`src/hdl/axs_regs.svh`:
```
`ifndef AXS_REGS_SVH
`define AXS_REGS_SVH
`define AXS_OFF_CTRL      8'h00
`define AXS_OFF_STATUS    8'h04
`define AXS_OFF_SCANEN    8'h08
`define AXS_OFF_IRQ_STAT  8'h0c
`define AXS_OFF_IRQ_MASK  8'h10
`define AXS_OFF_SAMPLE    8'h14
`define AXS_OFF_RES_BAT   8'h20
`define AXS_OFF_RES_AUX_INPUT_ONE  8'h24
`define AXS_OFF_RES_AUX_INPUT_TWO  8'h28
`define AXS_OFF_RES_TMP1  8'h2c
`define AXS_OFF_RES_TMP2  8'h30
`define AXS_CTRL_STOP     14
`define AXS_CTRL_SCAN_LO  10
`define AXS_CTRL_RES_LO   8
`define AXS_CTRL_AVG_LO   6
`define AXS_CTRL_RATE_LO  4
`define AXS_CTRL_FILT     0
`define AXS_STAT_PIN_LO   14
`define AXS_STAT_OFF      13
`define AXS_STAT_PEND     11
`define AXS_PINFN_RESET   2'b10
`define AXS_CLK_MHZ       50
`define AXS_TICK_NS_R0    500
`define AXS_TICK_NS_R1    250
`define AXS_TICK_NS_R2    125
`define AXS_TICK_NS_R3    100
`define AXS_TICK_CYC(ns)  ((((ns) * `AXS_CLK_MHZ) + 999) / 1000)
`define AXS_EXTRA_TICKS   4
`endif

```
`src/hdl/axs_pkg.sv`:
```
package axs_pkg;
	typedef enum logic [3:0] {
		AXS_SCAN_NONE = 4'h0,
		AXS_SCAN_BAT  = 4'h6,
		AXS_SCAN_AUX_INPUT_TWO = 4'h7,
		AXS_SCAN_AUX_INPUT_ONE = 4'h8,
		AXS_SCAN_AUTO = 4'h9,
		AXS_SCAN_TMP1 = 4'ha,
		AXS_SCAN_PORT = 4'hb,
		AXS_SCAN_TMP2 = 4'hc
	} axs_scan_e;
	typedef enum logic [3:0] {
		AXS_ST_IDLE = 4'b0001,
		AXS_ST_PICK = 4'b0010,
		AXS_ST_CONV = 4'b0100,
		AXS_ST_DONE = 4'b1000
	} axs_state_e;
	typedef logic [2:0] axs_chan_t;
endpackage

```
`src/hdl/axs_sampler.sv`:
```
`timescale 1ns/1ps
`include "axs_regs.svh"
// one conversion: tick generator plus averaging of samples
module axs_sampler (
	// clock and reset
	input  wire logic        clock,
	input  wire logic        srst,
	// control
	input  wire logic        start,
	input  wire logic [1:0]  res_sel,
	input  wire logic [1:0]  avg_sel,
	input  wire logic [1:0]  rate_sel,
	input  wire logic        median,
	input  wire logic [11:0] sample_in,
	// result
	output logic             done,
	output logic [11:0]      result
);
	localparam logic [7:0] TICK0 = 8'(`AXS_TICK_CYC(`AXS_TICK_NS_R0));
	localparam logic [7:0] TICK1 = 8'(`AXS_TICK_CYC(`AXS_TICK_NS_R1));
	localparam logic [7:0] TICK2 = 8'(`AXS_TICK_CYC(`AXS_TICK_NS_R2));
	localparam logic [7:0] TICK3 = 8'(`AXS_TICK_CYC(`AXS_TICK_NS_R3));
	logic        busy_q;
	logic [7:0]  div_q;
	logic [4:0]  bit_q;
	logic [4:0]  cnt_q;
	logic [15:0] sum_q;
	logic [11:0] min_q;
	logic [11:0] max_q;
	wire  [7:0]  tick_len = (rate_sel == 2'd0) ? TICK0 : (rate_sel == 2'd1) ? TICK1 :
		(rate_sel == 2'd2) ? TICK2 : TICK3;
	wire  [4:0]  nbits = (res_sel == 2'b01) ? 5'd8 : (res_sel == 2'b10) ? 5'd10 : 5'd12;
	wire  [4:0]  ticks = nbits + 5'(`AXS_EXTRA_TICKS);
	wire  [4:0]  nsamp = !median ? ((avg_sel == 2'd0) ? 5'd1 : (avg_sel == 2'd1) ? 5'd4 :
		(avg_sel == 2'd2) ? 5'd8 : 5'd16) : ((avg_sel == 2'd0) ? 5'd1 :
		(avg_sel == 2'd1) ? 5'd5 : (avg_sel == 2'd2) ? 5'd9 : 5'd15);
	wire  [11:0] mask = (res_sel == 2'b01) ? 12'hff0 : (res_sel == 2'b10) ? 12'hffc : 12'hfff;
	wire  [11:0] smp = sample_in & mask;
	wire         tick_end = (div_q == tick_len - 8'd1);
	wire         conv_end = busy_q && tick_end && (bit_q == ticks - 5'd1);
	wire         last = conv_end && (cnt_q == nsamp - 5'd1);
	wire  [15:0] sum_n = sum_q + {4'h0, smp};
	wire  [11:0] min_n = (smp < min_q) ? smp : min_q;
	wire  [11:0] max_n = (smp > max_q) ? smp : max_q;
	// median approximated as midrange: true sort would cost a 15-entry network
	wire  [12:0] mid = {1'b0, min_n} + {1'b0, max_n};
	wire  [15:0] mean = (avg_sel == 2'd0) ? sum_n : (avg_sel == 2'd1) ? (sum_n >> 2) :
		(avg_sel == 2'd2) ? (sum_n >> 3) : (sum_n >> 4);
	always_ff @(posedge clock) begin
		if (srst) begin
			busy_q <= 1'b0;
			div_q  <= 8'h00;
			bit_q  <= 5'h00;
			cnt_q  <= 5'h00;
			sum_q  <= 16'h0000;
			min_q  <= 12'hfff;
			max_q  <= 12'h000;
			done   <= 1'b0;
			result <= 12'h000;
		end else begin
			done <= last;
			if (start && !busy_q) begin
				busy_q <= 1'b1;
				div_q  <= 8'h00;
				bit_q  <= 5'h00;
				cnt_q  <= 5'h00;
				sum_q  <= 16'h0000;
				min_q  <= 12'hfff;
				max_q  <= 12'h000;
			end else if (busy_q) begin
				div_q <= tick_end ? 8'h00 : div_q + 8'd1;
				if (tick_end)
					bit_q <= conv_end ? 5'h00 : bit_q + 5'd1;
				if (conv_end) begin
					cnt_q <= cnt_q + 5'd1;
					sum_q <= sum_n;
					min_q <= min_n;
					max_q <= max_n;
				end
				if (last) begin
					busy_q <= 1'b0;
					result <= (median && avg_sel != 2'd0) ? mid[12:1] : mean[11:0];
				end
			end
		end
	end
endmodule // axs_sampler

```
`src/hdl/axs_scan_ctrl.sv`:
```
// Added by the designer: the AXI4-Lite register port.
`timescale 1ns/1ps
`include "axs_regs.svh"
module axs_scan_ctrl (
	// clock and reset
	input  wire logic        clock,
	input  wire logic        srst,
	// axi4-lite write address and data
	input  wire logic [7:0]  s_axi_awaddr,
	input  wire logic        s_axi_awvalid,
	output logic             s_axi_awready,
	input  wire logic [31:0] s_axi_wdata,
	input  wire logic [3:0]  s_axi_wstrb,
	input  wire logic        s_axi_wvalid,
	output logic             s_axi_wready,
	// axi4-lite write response
	output logic [1:0]       s_axi_bresp,
	output logic             s_axi_bvalid,
	input  wire logic        s_axi_bready,
	// axi4-lite read
	input  wire logic [7:0]  s_axi_araddr,
	input  wire logic        s_axi_arvalid,
	output logic             s_axi_arready,
	output logic [31:0]      s_axi_rdata,
	output logic [1:0]       s_axi_rresp,
	output logic             s_axi_rvalid,
	input  wire logic        s_axi_rready,
	// converter front end
	output logic [2:0]       mux_select,
	input  wire logic [11:0] sample_in,
	// pins
	output logic             result_ready_pin_n,
	output logic             irq
);
	logic [1:0]  pin_fn_q;
	logic [3:0]  scan_q;
	logic [1:0]  res_q;
	logic [1:0]  avg_q;
	logic [1:0]  rate_q;
	logic        filt_q;
	logic [3:0]  scan_en_q;
	logic [4:0]  fresh_q;
	logic        off_q;
	logic        pending_q;
	logic [1:0]  irq_stat_q;
	logic [1:0]  irq_mask_q;
	logic [11:0] res_bank_q [0:4];
	logic [4:0]  need_q;
	logic [2:0]  chan_q;
	axs_pkg::axs_state_e state_q;
	logic        aw_q;
	logic        w_q;
	logic [7:0]  awaddr_q;
	logic [31:0] wdata_q;
	logic [3:0]  wstrb_q;
	logic        samp_start;
	logic        samp_done;
	logic [11:0] samp_res;

	// channel indexes: 0 bat, 1 aux_input_one, 2 aux_input_two, 3 temp_sense_one, 4 temp_sense_two
	function automatic logic [4:0] scan_set(input logic [3:0] code, input logic [3:0] en);
		unique case (code)
			axs_pkg::AXS_SCAN_BAT:  scan_set = 5'b00001;
			axs_pkg::AXS_SCAN_AUX_INPUT_ONE: scan_set = 5'b00010;
			axs_pkg::AXS_SCAN_AUX_INPUT_TWO: scan_set = 5'b00100;
			axs_pkg::AXS_SCAN_TMP1: scan_set = 5'b01000;
			axs_pkg::AXS_SCAN_TMP2: scan_set = 5'b10000;
			axs_pkg::AXS_SCAN_AUTO: scan_set = {en, 1'b0};
			axs_pkg::AXS_SCAN_PORT: scan_set = 5'b00111;
			default:                scan_set = 5'b00000;
		endcase
	endfunction
	function automatic logic [2:0] first_chan(input logic [4:0] set);
		first_chan = set[0] ? 3'd0 : set[1] ? 3'd1 : set[2] ? 3'd2 : set[3] ? 3'd3 : 3'd4;
	endfunction
	function automatic logic [15:0] lane_merge(input logic [15:0] old, input logic [31:0] d,
		input logic [3:0] s);
		lane_merge = {s[1] ? d[15:8] : old[15:8], s[0] ? d[7:0] : old[7:0]};
	endfunction

	// write channel: address and data taken in either order
	assign s_axi_awready = !aw_q && !s_axi_bvalid;
	assign s_axi_wready  = !w_q && !s_axi_bvalid;
	wire        aw_take = s_axi_awvalid && s_axi_awready;
	wire        w_take  = s_axi_wvalid && s_axi_wready;
	wire        wr_go   = (aw_q || aw_take) && (w_q || w_take);
	wire [7:0]  wa      = aw_take ? s_axi_awaddr : awaddr_q;
	wire [31:0] wd      = w_take ? s_axi_wdata : wdata_q;
	wire [3:0]  ws      = w_take ? s_axi_wstrb : wstrb_q;
	wire        wr_ctrl = wr_go && (wa == `AXS_OFF_CTRL);
	wire        wr_stat = wr_go && (wa == `AXS_OFF_STATUS);
	wire        wr_en   = wr_go && (wa == `AXS_OFF_SCANEN);
	wire        wr_ist  = wr_go && (wa == `AXS_OFF_IRQ_STAT);
	wire        wr_imk  = wr_go && (wa == `AXS_OFF_IRQ_MASK);
	wire        wr_ok   = wr_ctrl || wr_stat || wr_en || wr_ist || wr_imk;
	wire [15:0] ctrl_rd = {1'b0, state_q == axs_pkg::AXS_ST_IDLE, scan_q, res_q, avg_q,
		rate_q, 3'b000, filt_q};
	wire [15:0] ctrl_nw = lane_merge(ctrl_rd, wd, ws);
	// stop comes from the written lane only, never from the idle bit that reads back there
	wire        stop_wr = wr_ctrl && ws[1] && wd[`AXS_CTRL_STOP];
	wire [3:0]  scan_nw = ctrl_nw[`AXS_CTRL_SCAN_LO +: 4];
	wire        scan_wr = wr_ctrl && !stop_wr && ws[1];
	wire [4:0]  nw_set  = scan_set(scan_nw, scan_en_q);
	wire        start_wr = scan_wr && (nw_set != 5'b00000);

	// read channel: one cycle answer
	assign s_axi_arready = !s_axi_rvalid;
	wire        ar_take = s_axi_arvalid && s_axi_arready;
	wire [7:0]  ra      = s_axi_araddr;
	wire        rd_hit_res = ar_take && (ra >= `AXS_OFF_RES_BAT) && (ra <= `AXS_OFF_RES_TMP2)
		&& (ra[1:0] == 2'b00);
	wire [2:0]  rd_idx  = 3'((ra - `AXS_OFF_RES_BAT) >> 2);
	wire [4:0]  rd_clr  = rd_hit_res ? (5'b00001 << rd_idx) : 5'b00000;
	wire [15:0] stat_rd = {pin_fn_q, off_q, 1'b0, pending_q, 4'h0, fresh_q[0], 1'b0,
		fresh_q[1], fresh_q[2], fresh_q[3], fresh_q[4], 1'b0};
	wire        rd_ok   = (ra == `AXS_OFF_CTRL) || (ra == `AXS_OFF_STATUS) ||
		(ra == `AXS_OFF_SCANEN) || (ra == `AXS_OFF_IRQ_STAT) || (ra == `AXS_OFF_IRQ_MASK) ||
		rd_hit_res;
	wire [15:0] rd_val  = (ra == `AXS_OFF_CTRL) ? ctrl_rd : (ra == `AXS_OFF_STATUS) ? stat_rd :
		(ra == `AXS_OFF_SCANEN) ? {12'h000, scan_en_q} :
		(ra == `AXS_OFF_IRQ_STAT) ? {14'h0000, irq_stat_q} :
		(ra == `AXS_OFF_IRQ_MASK) ? {14'h0000, irq_mask_q} :
		rd_hit_res ? {4'h0, res_bank_q[rd_idx]} : 16'h0000;

	always_ff @(posedge clock) begin
		if (srst) begin
			aw_q     <= 1'b0;
			w_q      <= 1'b0;
			awaddr_q <= 8'h00;
			wdata_q  <= 32'h0000_0000;
			wstrb_q  <= 4'h0;
			s_axi_bvalid <= 1'b0;
			s_axi_bresp  <= 2'b00;
			s_axi_rvalid <= 1'b0;
			s_axi_rresp  <= 2'b00;
			s_axi_rdata  <= 32'h0000_0000;
		end else begin
			if (aw_take) awaddr_q <= s_axi_awaddr;
			if (w_take) begin
				wdata_q <= s_axi_wdata;
				wstrb_q <= s_axi_wstrb;
			end
			aw_q <= wr_go ? 1'b0 : (aw_q || aw_take);
			w_q  <= wr_go ? 1'b0 : (w_q || w_take);
			if (wr_go) begin
				s_axi_bvalid <= 1'b1;
				s_axi_bresp  <= wr_ok ? 2'b00 : 2'b10;
			end else if (s_axi_bready) s_axi_bvalid <= 1'b0;
			if (ar_take) begin
				s_axi_rvalid <= 1'b1;
				s_axi_rresp  <= rd_ok ? 2'b00 : 2'b10;
				s_axi_rdata  <= {16'h0000, rd_val};
			end else if (s_axi_rready) s_axi_rvalid <= 1'b0;
		end
	end

	// configuration registers
	always_ff @(posedge clock) begin
		if (srst) begin
			scan_q     <= 4'h0;
			res_q      <= 2'b00;
			avg_q      <= 2'b00;
			rate_q     <= 2'b00;
			filt_q     <= 1'b0;
			pin_fn_q   <= `AXS_PINFN_RESET;
			scan_en_q  <= 4'h0;
			irq_mask_q <= 2'b00;
		end else begin
			if (wr_ctrl) begin
				res_q  <= ctrl_nw[`AXS_CTRL_RES_LO +: 2];
				avg_q  <= ctrl_nw[`AXS_CTRL_AVG_LO +: 2];
				rate_q <= ctrl_nw[`AXS_CTRL_RATE_LO +: 2];
				filt_q <= ctrl_nw[`AXS_CTRL_FILT];
			end
			if (stop_wr) scan_q <= 4'h0;
			else if (scan_wr) scan_q <= scan_nw;
			if (wr_stat && ws[1]) pin_fn_q <= wd[`AXS_STAT_PIN_LO +: 2];
			if (wr_en && ws[0]) scan_en_q <= wd[3:0];
			if (wr_imk && ws[0]) irq_mask_q <= wd[1:0];
		end
	end

	// sequencer
	wire [4:0]  seq_set = scan_set(scan_q, scan_en_q);
	wire [4:0]  left    = need_q & ~(5'b00001 << chan_q);
	wire        set_end = samp_done && (left == 5'b00000);
	wire        abort   = stop_wr || scan_wr;
	assign samp_start = (state_q == axs_pkg::AXS_ST_PICK);
	assign mux_select = chan_q;
	always_ff @(posedge clock) begin
		if (srst) begin
			state_q <= axs_pkg::AXS_ST_IDLE;
			need_q  <= 5'b00000;
			chan_q  <= 3'd0;
			off_q   <= 1'b0;
			for (int i = 0; i < 5; i++) res_bank_q[i] <= 12'h000;
		end else begin
			unique case (state_q)
				axs_pkg::AXS_ST_IDLE: begin
					if (start_wr) begin
						need_q  <= nw_set;
						chan_q  <= first_chan(nw_set);
						state_q <= axs_pkg::AXS_ST_PICK;
						off_q   <= 1'b0;
					end
				end
				axs_pkg::AXS_ST_PICK: state_q <= axs_pkg::AXS_ST_CONV;
				axs_pkg::AXS_ST_CONV: begin
					if (samp_done) res_bank_q[chan_q] <= samp_res;
					if (set_end) state_q <= axs_pkg::AXS_ST_DONE;
					else if (samp_done) begin
						need_q  <= left;
						chan_q  <= first_chan(left);
						state_q <= axs_pkg::AXS_ST_PICK;
					end
				end
				axs_pkg::AXS_ST_DONE: begin
					if (scan_q == axs_pkg::AXS_SCAN_AUTO && seq_set != 5'b00000 && !abort) begin
						need_q  <= seq_set;
						chan_q  <= first_chan(seq_set);
						state_q <= axs_pkg::AXS_ST_PICK;
					end else state_q <= axs_pkg::AXS_ST_IDLE;
				end
				default: state_q <= axs_pkg::AXS_ST_IDLE;
			endcase
			// a stop or scan change wins over the running sequence
			if (abort && state_q != axs_pkg::AXS_ST_IDLE)
				state_q <= axs_pkg::AXS_ST_IDLE;
			if (stop_wr) off_q <= 1'b1;
		end
	end

	// result tracking: a new result beats a same-cycle read
	wire [4:0] done_bit = (samp_done && state_q == axs_pkg::AXS_ST_CONV) ?
		(5'b00001 << chan_q) : 5'b00000;
	wire       set_ev   = set_end && state_q == axs_pkg::AXS_ST_CONV;
	wire [4:0] fresh_n  = (fresh_q & ~rd_clr) | done_bit;
	wire       stop_ev  = stop_wr && !off_q;
	always_ff @(posedge clock) begin
		if (srst) begin
			fresh_q    <= 5'b00000;
			pending_q  <= 1'b0;
			irq_stat_q <= 2'b00;
		end else begin
			fresh_q <= fresh_n;
			if (set_ev) pending_q <= 1'b1;
			else if (fresh_n == 5'b00000) pending_q <= 1'b0;
			irq_stat_q <= ((wr_ist && ws[0]) ? (irq_stat_q & ~wd[1:0]) : irq_stat_q)
				| {stop_ev, set_ev};
		end
	end
	assign result_ready_pin_n = !(pending_q && pin_fn_q == 2'b01);
	assign irq = |(irq_stat_q & irq_mask_q);

	axs_sampler u_sampler (
		.clock     (clock),
		.srst      (srst),
		.start     (samp_start),
		.res_sel   (res_q),
		.avg_sel   (avg_q),
		.rate_sel  (rate_q),
		.median    (filt_q),
		.sample_in (sample_in),
		.done      (samp_done),
		.result    (samp_res)
	);
endmodule // axs_scan_ctrl

```
`config.mk`:
```
export PLATFORM = sky130hd
export DESIGN_NAME = axs_scan_ctrl
export DESIGN_NICKNAME = d
export VERILOG_FILES = /design/src/hdl/axs_pkg.sv /design/src/hdl/axs_sampler.sv /design/src/hdl/axs_scan_ctrl.sv
export VERILOG_INCLUDE_DIRS = /design/src /design/src/hdl
export SDC_FILE = /design/constraint.sdc
export NUM_CORES = 1
export LEC_CHECK = 0
export BUFFER_PORTS_ARGS = -buffer_cell sky130_fd_sc_hd__buf_4
export CAP_MARGIN = 10
export CORE_UTILIZATION = 48
export DETAILED_ROUTE_END_ITERATION = 16
export PLACE_DENSITY = 0.68
export SLEW_MARGIN = 15
export SYNTH_ARGS = -nofsm -noshare
export SYNTH_HDL_FRONTEND = slang
export SYNTH_SLANG_ARGS = --single-unit
```
`constraint.sdc`:
```
create_clock -name clock -period 14.5 [get_ports clock]
set_clock_uncertainty 0.1 [all_clocks]
set_input_delay 2.9 -clock clock [delete_from_list [all_inputs] [get_ports clock]]
set_output_delay 2.9 -clock clock [all_outputs]
set_load 0.01 [all_outputs]
```
==> flow_summary.yaml <==
die:
  start_util_pct: 49.4
  rows: 61
  dieWidth_um: 172
  die-area_mm2: 0.0296
  core_area_mm2: 0.0281
  pin_count: 117
  die_h_um: 172
route:
  first_pass_iters: 5
  routed_wl_um: 33900
  routedWlPerCell_um: 17.4
  drc: 0
  vias_per_cell: 5.69
  vias: 11100
  antenna_left: 0
  initialDrtViolationCount: 776
logic_synthesis:
  ys_seq_elements: 256
  muxShareOfSynthArea_pct: 7.43
  yosys_most_used_dff: "dfxtp_1"
  synth_area_mm2: 0.0139
  synth_top_family_by_area: "simple AND/OR/NAND/NOR gates"
  synth_compound_area_share_pct: 15.4
  postSynthAreaPerCell_um2: 9.27
  syn-instance-count: 1498
  yosys.area_share.xor_xnor_pct: 2.77
  synth.distinct_cells: 93
  yosysTopAreaCell: "dfxtp_1"
  synth_area_leaders: "dfxtp_1, edfxtp_1, nor2_1"
  async_reset_ff_share_pct: 0
  synth_edf_count: 96
  synthSimpleGateAreaFrac_pct: 21.7
  synth_top_area_share_pct: 23.1
  yosysSeqAreaShare_pct: 43.8
  ys_warn_count: 0
  synthAdderAreaFrac_pct: 4.53
timing:
  holdWs_ns: 0.356
  slew_viol_final: 0
  max_slew_margin_pct: 26.6
  finalCriticalPeriod_ns: 7.22
  setup_viol: 0
  fin_crit_sh_pct: 49.8
  fin_setup_tns_ns: 0
  rsz0062_at_grt: "no"
  hold_violations: 0
  worstMarginPinSlew_ns: 1.09
  fmax_mhz: 139
pwr:
  power_density_mw_per_mm2: 114
  leakage_nw: 5.90
  peakVddDrop_mv: 0.0834
setup_path:
  cp-start-kind: "input pin"
  slowest_delay_ns: 0.72
  cp.required_ns: 14.80
  path_cells: "buf_4, nor2b_1, mux2i_1, or3_4, a31oi_4, mux2_2, ha_1, a21o_1, a21oi_1, o21bai_1, a2111oi_0, or3_1, o21a_1, xor2_1, o22ai_1, a211oi_1, nor3_1"
  end_kind: "flop"
  crit_type: "in -> reg"
  critPathSlowestCell: "nor2b_1"
  crit_arrival_ns: 7.52
  crit_fanout: 22
  path_buf_inv: 1
  cp_top_family: "compound AO/OA/AOI/OAI gates"
clock_tree:
  numCtsBuffers: 29
  cts.sinks: 256
  ctsResizeCount: 0
  clock_latency_ns: 0.56
  post_cts_buffers: 0
  root_buffer: "clkbuf_16"
  cts_buffer_depth: 3
  h-tree-depth: 1
  path_clk_slew_ns: 0.06
  hold_buffers: 0
  cts_tree: "yes"
cells_and_area:
  final_nets: 1664
  fin_util_pct: 55.8
  layout_commonest_cell: "nor2_1"
  final_cell_mix: "nor2_1, dfxtp_1, nand2_1, a21oi_1, edfxtp_1"
  drive_above_1_share_pct: 14.3
  n_antenna_cell: 0
  area_growth_pct: 12.9
grt:
  antenna_found_initial: 0
  grt_util_all_layers_pct: 23.2
  grt_overflow: 0
  grt_max_degree: 60
  grt_pass1_wl_um: 54400
  grt_pass1_vias: 10400
run:
  drv_cap: 0
outcome:
  status: "finished clean"
placement:
  port_buffers: 80
  gp_congestion: 0.913
  dpl.hpwl_um: 23800
worst_hold_path:
  hold_class: "reg -> reg"
-- cell type report --
class | instances | area [um^2]
inverters | 41 | 154
multi-input cells | 1122 | 7280
clock buffers | 41 | 831
fillers | 2538 | 12400
repair buffers | 95 | 713
flip-flops and latches | 256 | 6090
clock inverters | 13 | 133
well taps | 378 | 473
-- tightest hold or removal path, stage by stage (launching register included) --
cell and delay [ns]:
dfxtp_1 0.31, nand2_1 0.05, a21oi_1 0.05
-- synthesized netlist by cell type, types with 5 or more instances --
cell      instances
and3_1            7
o21ai_0          74
nand3b_1         12
and2_1           55
nand4_1          12
ha_1             47
a221oi_1          5
o22ai_1           8
or2_2            11
buf_4            20
buf_1            10
o31ai_1           6
nor3_1           35
o21ai_1           5
a311oi_1          7
mux2_2            8
a31oi_1           7
a22oi_1           9
buf_2             6
nand2_1         140
nor3b_1           9
nand3_1          33
a21oi_1         102
xor2_1           19
o21bai_1          5
or3_1             7
mux4_2           24
nand2b_1         26
xnor2_1          23
o21a_1            7
nor4b_1           6
nor2_1          210
clkbuf_1         59
a211oi_1         20
inv_1            41
o211ai_1         14
mux2i_1          40
dfxtp_1         160
nor4_1           12
edfxtp_1         96
nor2b_1          20
-- per-stage QoR --
step | power [W] | instances | worst slack (ns) | area (um^2)
after CTS | 0.00181 | 1946 | 7.29 | 15700
after global placement | 0.00107 | 1892 | 6.77 | 14700
after detailed placement | 0.00107 | 1892 | 6.73 | 14700
final | 0.00179 | 1946 | 7.28 | 15700
after floorplan | 0.00100 | 1515 | 7.42 | 13900
after global routing | 0.00186 | 1946 | 6.78 | 15700
-- flip-flops by register name (all words and copies together) (netlist names), 5 cells and up --
signal and count:
u_sampler.cnt_q 5, u_sampler.sum_q 16, s_axi_rdata 16, res_bank_q 96, u_sampler.max_q 12, u_sampler.result 12
awaddr_q 8, wdata_q 16, u_sampler.bit_q 5, u_sampler.div_q 8, u_sampler.min_q 12, fresh_q 5
need_q 5
-- final timing paths --
| path | slack [ns] | to | cells after the start | startpoint |
|---|---|---|---|---|
| worst max register to register | 8.95 | u_sampler.result[9] | 18 | res_q[1] |
| worst max-delay path | 7.28 | u_sampler.result[9] | 17 | sample_in[2] |
| worst min-delay path | 0.36 | awaddr_q[0] | 2 | awaddr_q[0] |
| worst min register to register | 0.36 | awaddr_q[0] | 2 | awaddr_q[0] |
-- cells by family (layout without fill, tap and decap cells) --
family / Yosys count / after routing
adder cells (fa/ha/maj): 50 / 50
XOR/XNOR: 43 / 43
multiplexers: 72 / 72
flip-flops: 256 / 256
AND/OR/NAND/NOR: 615 / 615
other: 1 / 18
buffers and inverters: 137 / 190
AO/OA/AOI/OAI: 324 / 324
-- metal layers --
metal	vias up	track usage (%)	wire length, um
met5	-	0	0
met4	0	7.62	957
met3	56	2.54	1710
met2	343	39.1	16100
met1	5206	31.0	15100
li1	5471	-	-
-- power breakdown --
group          switching [W]  internal [W]  total (W)
Combinational       0.000149      0.000106   0.000254
Sequential         0.0000309      0.000774   0.000805
Clock               0.000300      0.000435   0.000735
No activity file was read; power rests on OpenSTA's default activity.
